## src/verilog/eeh_pkg.sv

```systemverilog
// Timing constants, counter types and sequencer states for the parallel EEPROM host
package eeh_pkg;

  // System clock rate
  localparam int CLK_MHZ = 50;

  // Pin timing figures as printed, in their own units
  localparam int T_ACC_NS = 150;
  localparam int T_OHZ_NS = 50;
  localparam int T_OES_NS = 10;
  localparam int T_WP_NS = 100;
  localparam int T_AH_NS = 50;
  localparam int T_WPH_NS = 100;
  localparam int T_PROG_MS = 5;
  localparam int T_BLC_US = 100;

  // Cycles spent by the input synchroniser before a pin change is seen
  localparam int SYNC_LAT = 4;

  // Least time in ns to whole cycles, never below one
  function automatic int cyc_ceil(input int ns);
    int c;
    c = (ns * CLK_MHZ + 999) / 1000;
    return (c < 1) ? 1 : c;
  endfunction : cyc_ceil

  localparam int C_ACC = cyc_ceil(T_ACC_NS) + SYNC_LAT;
  localparam int C_OHZ = cyc_ceil(T_OHZ_NS);
  localparam int C_OES = cyc_ceil(T_OES_NS);
  localparam int C_WP = cyc_ceil(T_WP_NS);
  localparam int C_AH = cyc_ceil(T_AH_NS);
  localparam int C_WPH = cyc_ceil(T_WPH_NS);
  // Longest times convert exactly, with no rounding
  localparam int C_PROG = T_PROG_MS * CLK_MHZ * 1000;
  localparam int C_BLC = T_BLC_US * CLK_MHZ;

  // Reset value of the strobe pin drivers
  localparam logic RST_STROBE = 1'b1;

  typedef logic [3:0] eeh_cnt_t;
  typedef logic [17:0] eeh_long_t;

  typedef enum logic [3:0] {
    ST_IDLE,
    ST_RD,
    ST_RD_REC,
    ST_WR_SET,
    ST_WR_PULSE,
    ST_WR_HOLD,
    ST_WR_GAP,
    ST_PROG
  } eeh_state_t;

endpackage : eeh_pkg

```

## src/verilog/eeh_sync.sv

```systemverilog
// Three-stage synchroniser that accepts a change once stages two and three agree
`timescale 1ns/1ps
module eeh_sync #(
  parameter int W = 8
) (
  // Clock and reset
  input wire logic i_clk,
  input wire logic i_nrst,
  // Asynchronous input and filtered result
  input wire logic [W-1:0] i_d,
  output logic [W-1:0] o_q
);
  logic [W-1:0] s1;
  logic [W-1:0] s2;
  logic [W-1:0] s3;

  always_ff @(posedge i_clk or negedge i_nrst) begin
    if (!i_nrst) begin
      s1 <= '0;
      s2 <= '0;
      s3 <= '0;
    end else begin
      s1 <= i_d;
      s2 <= s1;
      s3 <= s2;
    end
  end

  // Filters a value caught mid-transition on one stage only
  always_ff @(posedge i_clk or negedge i_nrst) begin
    if (!i_nrst) begin
      o_q <= '0;
    end else if (s2 == s3) begin
      o_q <= s3;
    end
  end
endmodule : eeh_sync

```

## src/verilog/eeh_ctrl.sv

```systemverilog
// Host-side sequencer driving a bytewide self-timed EEPROM through its strobe pins
`timescale 1ns/1ps
module eeh_ctrl
  import eeh_pkg::*;
#(
  parameter int AW = 16,
  parameter int DW = 8,
  parameter int T_PROG_CYC = eeh_pkg::C_PROG,
  parameter int T_BLC_CYC = eeh_pkg::C_BLC
) (
  // Clock and reset
  input wire logic I_CLK_SYS,
  input wire logic I_NRST,
  // User requests
  input wire logic I_RD,
  input wire logic I_WR,
  input wire logic I_MORE,
  input wire logic I_POLL_EN,
  input wire logic [AW-1:0] I_ADDR,
  input wire logic [DW-1:0] I_WDATA,
  // User answers
  output logic O_READY,
  output logic O_RVALID,
  output logic [DW-1:0] O_RDATA,
  output logic O_WDONE,
  output logic O_PAGE_OPEN,
  output logic O_PROG_BUSY,
  // Memory pins
  output logic O_CE_N,
  output logic O_OE_N,
  output logic O_WE_N,
  output logic [AW-1:0] O_ADDR,
  output logic [DW-1:0] O_DATA_PINS_O,
  output logic O_DATA_PINS_OE,
  input wire logic [DW-1:0] I_DATA_PINS_I
);
  import eeh_pkg::*;

  eeh_state_t state;
  eeh_cnt_t cnt;
  eeh_long_t wc_cnt;
  eeh_long_t blc_cnt;
  logic more;
  logic polling;
  logic poll_en;
  logic have_prev;
  logic poll_hit;
  logic [DW-1:0] prev;
  logic [DW-1:0] dq_in;
  logic rd_done;
  logic gap_end;
  logic blc_out;
  logic start_prog;
  logic prog_end;

  eeh_sync #(.W(DW)) u_dq_sync (
    .i_clk(I_CLK_SYS),
    .i_nrst(I_NRST),
    .i_d(I_DATA_PINS_I),
    .o_q(dq_in)
  );

  assign rd_done = (state == ST_RD) && (cnt == '0);
  assign gap_end = (state == ST_WR_GAP) && (cnt == '0);
  assign blc_out = O_PAGE_OPEN && (blc_cnt == '0);
  // A page left idle too long is closed, since the device starts programming on its own
  assign start_prog = (gap_end && !more) || ((state == ST_IDLE) && blc_out);
  assign prog_end = (state == ST_PROG) && (poll_hit || (wc_cnt == '0));

  assign O_READY = (state == ST_IDLE) && !blc_out;
  assign O_PROG_BUSY = (state == ST_PROG) || polling;

  // Bus sequencing and pin drivers
  always_ff @(posedge I_CLK_SYS or negedge I_NRST) begin
    if (!I_NRST) begin
      state <= ST_IDLE;
      cnt <= '0;
      O_CE_N <= RST_STROBE;
      O_OE_N <= RST_STROBE;
      O_WE_N <= RST_STROBE;
      O_ADDR <= '0;
      O_DATA_PINS_O <= '0;
      O_DATA_PINS_OE <= 1'b0;
      more <= 1'b0;
      polling <= 1'b0;
      poll_en <= 1'b0;
      O_PAGE_OPEN <= 1'b0;
    end else begin
      unique case (state)
        ST_IDLE: begin
          if (blc_out) begin
            O_PAGE_OPEN <= 1'b0;
            state <= ST_PROG;
          end else if (I_WR) begin
            // Gate stays high across the load so the device cannot see a read
            O_ADDR <= I_ADDR;
            O_DATA_PINS_O <= I_WDATA;
            more <= I_MORE;
            poll_en <= I_POLL_EN;
            O_CE_N <= 1'b0;
            O_DATA_PINS_OE <= 1'b1;
            cnt <= eeh_cnt_t'(C_OES - 1);
            state <= ST_WR_SET;
          end else if (I_RD && !O_PAGE_OPEN) begin
            O_ADDR <= I_ADDR;
            O_CE_N <= 1'b0;
            O_OE_N <= 1'b0;
            polling <= 1'b0;
            cnt <= eeh_cnt_t'(C_ACC - 1);
            state <= ST_RD;
          end
        end
        ST_RD: begin
          if (cnt == '0) begin
            O_CE_N <= 1'b1;
            O_OE_N <= 1'b1;
            cnt <= eeh_cnt_t'(C_OHZ - 1);
            state <= ST_RD_REC;
          end else begin
            cnt <= cnt - 1'b1;
          end
        end
        ST_RD_REC: begin
          // Lets the device release the data pins before anything else drives them
          if (cnt == '0) begin
            state <= polling ? ST_PROG : ST_IDLE;
          end else begin
            cnt <= cnt - 1'b1;
          end
        end
        ST_WR_SET: begin
          if (cnt == '0) begin
            O_WE_N <= 1'b0;
            cnt <= eeh_cnt_t'(C_WP - 1);
            state <= ST_WR_PULSE;
          end else begin
            cnt <= cnt - 1'b1;
          end
        end
        ST_WR_PULSE: begin
          if (cnt == '0) begin
            O_WE_N <= 1'b1;
            cnt <= eeh_cnt_t'(C_AH - 1);
            state <= ST_WR_HOLD;
          end else begin
            cnt <= cnt - 1'b1;
          end
        end
        ST_WR_HOLD: begin
          if (cnt == '0) begin
            O_CE_N <= 1'b1;
            O_DATA_PINS_OE <= 1'b0;
            cnt <= eeh_cnt_t'(C_WPH - 1);
            state <= ST_WR_GAP;
          end else begin
            cnt <= cnt - 1'b1;
          end
        end
        ST_WR_GAP: begin
          if (cnt == '0) begin
            O_PAGE_OPEN <= more;
            state <= more ? ST_IDLE : ST_PROG;
          end else begin
            cnt <= cnt - 1'b1;
          end
        end
        ST_PROG: begin
          if (prog_end) begin
            polling <= 1'b0;
            state <= ST_IDLE;
          end else if (poll_en) begin
            // Poll is a plain read of the last written address
            O_CE_N <= 1'b0;
            O_OE_N <= 1'b0;
            polling <= 1'b1;
            cnt <= eeh_cnt_t'(C_ACC - 1);
            state <= ST_RD;
          end
        end
      endcase
    end
  end

  // Program wait, capped at the device's worst case
  always_ff @(posedge I_CLK_SYS or negedge I_NRST) begin
    if (!I_NRST) begin
      wc_cnt <= '0;
    end else if (start_prog) begin
      wc_cnt <= eeh_long_t'(T_PROG_CYC - 1);
    end else if (wc_cnt != '0) begin
      wc_cnt <= wc_cnt - 1'b1;
    end
  end

  // Byte load window of an open page
  always_ff @(posedge I_CLK_SYS or negedge I_NRST) begin
    if (!I_NRST) begin
      blc_cnt <= '0;
    end else if (gap_end && more) begin
      blc_cnt <= eeh_long_t'(T_BLC_CYC - 1);
    end else if (blc_cnt != '0) begin
      blc_cnt <= blc_cnt - 1'b1;
    end
  end

  // Completion poll: two equal reads in a row mean programming has ended
  always_ff @(posedge I_CLK_SYS or negedge I_NRST) begin
    if (!I_NRST) begin
      prev <= '0;
      have_prev <= 1'b0;
      poll_hit <= 1'b0;
    end else if (start_prog) begin
      have_prev <= 1'b0;
      poll_hit <= 1'b0;
    end else if (rd_done && polling) begin
      prev <= dq_in;
      have_prev <= 1'b1;
      poll_hit <= have_prev && (dq_in == prev);
    end
  end

  // User answers
  always_ff @(posedge I_CLK_SYS or negedge I_NRST) begin
    if (!I_NRST) begin
      O_RDATA <= '0;
      O_RVALID <= 1'b0;
      O_WDONE <= 1'b0;
    end else begin
      O_RVALID <= rd_done && !polling;
      O_WDONE <= prog_end;
      if (rd_done && !polling) begin
        O_RDATA <= dq_in;
      end
    end
  end
endmodule : eeh_ctrl

```

## config.mk

```make
export PLATFORM = sky130hd
export DESIGN_NAME = eeh_ctrl
export DESIGN_NICKNAME = d
export VERILOG_FILES = /design/src/verilog/eeh_pkg.sv /design/src/verilog/eeh_sync.sv /design/src/verilog/eeh_ctrl.sv
export SDC_FILE = /design/constraint.sdc
export NUM_CORES = 1
export LEC_CHECK = 0
export BUFFER_PORTS_ARGS = -buffer_cell sky130_fd_sc_hd__clkbuf_2
export CORE_MARGIN = 1
export CORE_UTILIZATION = 40
export CTS_CLUSTER_SIZE = 12
export DETAILED_ROUTE_END_ITERATION = 10
export GPL_TIMING_DRIVEN = 0
export PLACE_DENSITY_LB_ADDON = 0.05
export SETUP_SLACK_MARGIN = 0.02
export SLEW_MARGIN = 20
export SYNTH_ARGS = -nofsm -noshare
export SYNTH_HDL_FRONTEND = slang
export SYNTH_SLANG_ARGS = --single-unit
```

## constraint.sdc

```tcl
create_clock -name I_CLK_SYS -period 3.85 [get_ports I_CLK_SYS]
set_clock_uncertainty 0.05 [all_clocks]
set_input_delay 0.385 -clock I_CLK_SYS [delete_from_list [all_inputs] [get_ports I_CLK_SYS]]
set_output_delay 0.385 -clock I_CLK_SYS [all_outputs]
set_load 0.01 [all_outputs]
```

==> impl_metrics.py <==
metrics = {
    "synth": {
        "synth_edf_count": 0,
        "yosysSeqAreaShare_pct": 55.3,
        "synth_flop_cell": "dfrtp_1",
        "syn_inst": 479,
        "synth_top_cell_area_share_pct": 53.9,
        "synthArstFlopShare_pct": 100,
        "synth.most_common_cell": "dfrtp_1",
        "synthTopCellsByCount": "124 x dfrtp_1, 42 x mux2_2, 39 x nor2_1",
        "syn-mean-instance-area_sq_um": 12.0,
        "yosysTopAreaCell": "dfrtp_1",
        "ys_warn_count": 0,
        "syn_nets": 521,
        "synth_area_leaders": "dfrtp_1 54%, mux2_2 8.2%, xor2_1 4.0%, mux2_4 3.1%, nor2_1 2.5%",
        "synth.cell_area_sq_um": 5760,
        "ys_ff_latch": 127,
        "synth_cell_types": 65,
    },
    "layout": {
        "multi_input_area_sq_um": 2450,
        "n_fill_cell": 1205,
        "fin_area_sq_um": 7090,
        "areaGrowthSynthToFinish_pct": 23.1,
        "fin_util_pct": 50.9,
        "antenna_cells": 0,
        "final_net_count": 627,
        "final_cells": 778,
        "drive_gt1_share_pct": 32.4,
        "seqCellArea_sq_um": 3180,
    },
    "placement": {
        "dpl.hpwl_mm": 8.45,
        "io_buffers": 78,
        "gp_congestion": 0.825,
        "dp.cells": 738,
        "placed_cell_area_sq_um": 6410,
    },
    "detailed_routing": {
        "viasPerCell": 5.18,
        "first_pass_iters": 4,
        "drt_iter0_markers": 210,
        "route.detailed.drc": 0,
        "wire_per_inst_microns": 15.3,
        "drt_wl_total_mm": 11.9,
        "routed-via-count": 4030,
        "final_antenna_net_count": 0,
    },
    "global_routing": {
        "grt.overflow.total": 0,
        "grt_max_degree": 93,
        "grt_pass1_vias": 4063,
        "antenna_found_initial": 0,
        "grt_first_pass_wirelength_mm": 20.1,
        "track_usage_pct": 17.9,
    },
    "worst_setup_path": {
        "cp_cell_sequence": "inv_1 -> ha_1 -> nor4b_4 -> nand4_2 -> o21a_1 -> clkbuf_2",
        "critPathRequiredTime_ps": 3410,
        "crit_type": "flip-flop to primary output",
        "critPathBufInv": 2,
        "worst-path-max-fanout": 8,
        "arrival_ps": 2080,
        "endpoint_kind": "primary output",
        "cp_top_family": "simple AND/OR/NAND/NOR gates",
        "cpPeakStageDelay_ps": 390,
        "worst_path_max_delay_cell": "dfrtp_1",
        "cp-start-kind": "flip-flop",
    },
    "sta": {
        "post-route-period-util_pct": 65.4,
        "tns_ps": 0,
        "slew_headroom_pct": 49.8,
        "maxSlewViolCount": 0,
        "worstMarginPinSlew_ps": 746,
        "holdWs_ps": 21.9,
        "final_hold_viol_count": 0,
        "fin_crit_ps": 2520,
        "fmax_mhz": 397,
        "rsz0062_at_grt": "no",
        "setup_violations": 0,
    },
    "clocking": {
        "htree_levels": 4,
        "cts_setup_buffers": 0,
        "clkTransAtPathRegs_ps": 60,
        "postCtsHoldBufs": 6,
        "cts_sinks": 127,
        "cts_tree": "yes",
        "clock_latency_ps": 420,
        "clockRootBuffer": "clkbuf_16",
        "cts_buffers": 17,
        "cts_resized": 0,
        "cts_buffer_depth": 2,
    },
    "power": {
        "leakage_uw": 0.00345,
        "vdd_drop_max_mv": 0.329,
        "power_frac_comb_pct": 3.0,
        "seq_power_share_pct": 45.0,
        "p_sw_uw": 740,
        "switching_share_pct": 24.1,
        "pwr-share-clk_pct": 52.0,
        "p_per_area_nw_per_um2": 433,
        "internal_power_uw": 2330,
    },
    "floorplanning": {
        "rows": 43,
        "die_x_microns": 122,
        "core_area_sq_um": 13900,
        "die_h_microns": 122,
        "boundaryPins": 79,
        "initial_core_util_pct": 41.3,
        "die_area_sq_um": 14900,
    },
    "status": {
        "status": "complete, no violations",
    },
    "job": {
        "maxCapViolations": 0,
    },
    "min_path": {
        "hp-class": "primary input to flip-flop",
    },
}
power by group through the flow:
stage | Clock, uW | Sequential [uW] | Combinational, uW
finish | 1600 | 1380 | 90.6
global route | 1700 | 1390 | 104
CTS | 1640 | 1380 | 93.4
detailed placement | 0 | 1410 | 88.2
global placement | 0 | 1410 | 82.4
floorplan | 0 | 1400 | 31.7
cell families after synthesis:
group	after synthesis	synth area share [%]
XOR/XNOR	41	6.24
buffers and inverters	30	2.30
multiplexers	56	11.7
AO/OA/AOI/OAI	70	8.52
adder cells (fa/ha/maj)	5	1.04
flip-flops	127	55.3
AND/OR/NAND/NOR	150	14.9
through the flow:
stage / power [uW] / worst slack [ps]
floorplan: 1430 / 1750
global placement: 1490 / 276
detailed placement: 1500 / 1270
CTS: 3110 / 1250
global route: 3190 / 1130
finish: 3070 / 1330
flip-flops by register name (all words and copies together), names as in the netlist, 3 cells and up:
| register | cells |
|---|---|
| u_dq_sync.s3 | 8 |
| O_DATA_PINS_O | 8 |
| cnt | 4 |
| prev | 8 |
| state | 3 |
| u_dq_sync.s1 | 8 |
| wc_cnt | 18 |
| O_RDATA | 8 |
| O_ADDR | 16 |
| u_dq_sync.s2 | 8 |
| u_dq_sync.o_q | 8 |
| blc_cnt | 18 |
worst register-to-register path, stage by stage, from the launching register on:
cell and delay, ps:
dfrtp_1 390, inv_1 120, ha_1 180, nor4b_4 280, nand4_2 280, o21a_1 280
nand2_1 120, buf_2 280, mux2_2 380
layer usage:
metal  track usage, %  wire length (microns)  up-vias
met5                0                      0        -
met1             23.8                   5810     1967
met4             7.02                    156        0
li1                 -                      -     1939
met3             6.55                    694       15
met2             26.4                   5270      109
placed cells by master, fill, tap and decap left out, types with 5 or more instances in the layout:
cell type      synthesis  layout
clkbuf_16              0      17
o21ai_0               10      10
nand2b_1               7       7
mux2_4                12      12
xnor2_1               15      15
dfrtp_1              124     124
nand2_1               30      30
inv_8                  0       7
nand3_1                7       7
clkbuf_1              10      10
or4_1                  8       8
clkbuf_2               0      77
a21oi_1               14      14
nor4_1                 8       8
xor2_1                26      26
o31ai_1                6       6
o211ai_1               7       7
nor2_1                39      39
or3_1                  5       5
inv_1                 11      11
buf_2                  7       7
nor3_1                13      13
dlygate4sd3_1          0       8
mux2_2                42      42
worst paths after layout:
path	depth (start not counted)	startpoint	slack, ps	endpoint
worst min register to register	0	u_dq_sync.s1[4]	300	u_dq_sync.s2[4]
worst min-delay path	1	I_DATA_PINS_I[0]	20	u_dq_sync.s1[0]
worst max-delay path	6	blc_cnt[0]	1330	O_READY
max in group asynchronous	3	I_NRST	2590	O_CE_N
worst max register to register	8	blc_cnt[0]	1380	O_DATA_PINS_O[2]
min in group asynchronous	2	I_NRST	390	blc_cnt[13]
area by class of cell:
type | count | area share, %
Clock inverter | 15 | 2.33
Tap cell | 180 | 3.18
Buffer | 19 | 1.29
Inverter | 11 | 0.583
Timing Repair Buffer | 87 | 7.15
Multi-Input combinational cell | 322 | 34.6
Clock buffer | 17 | 6.00
Sequential cell | 127 | 44.9
Power figures use the tool's default switching activity.
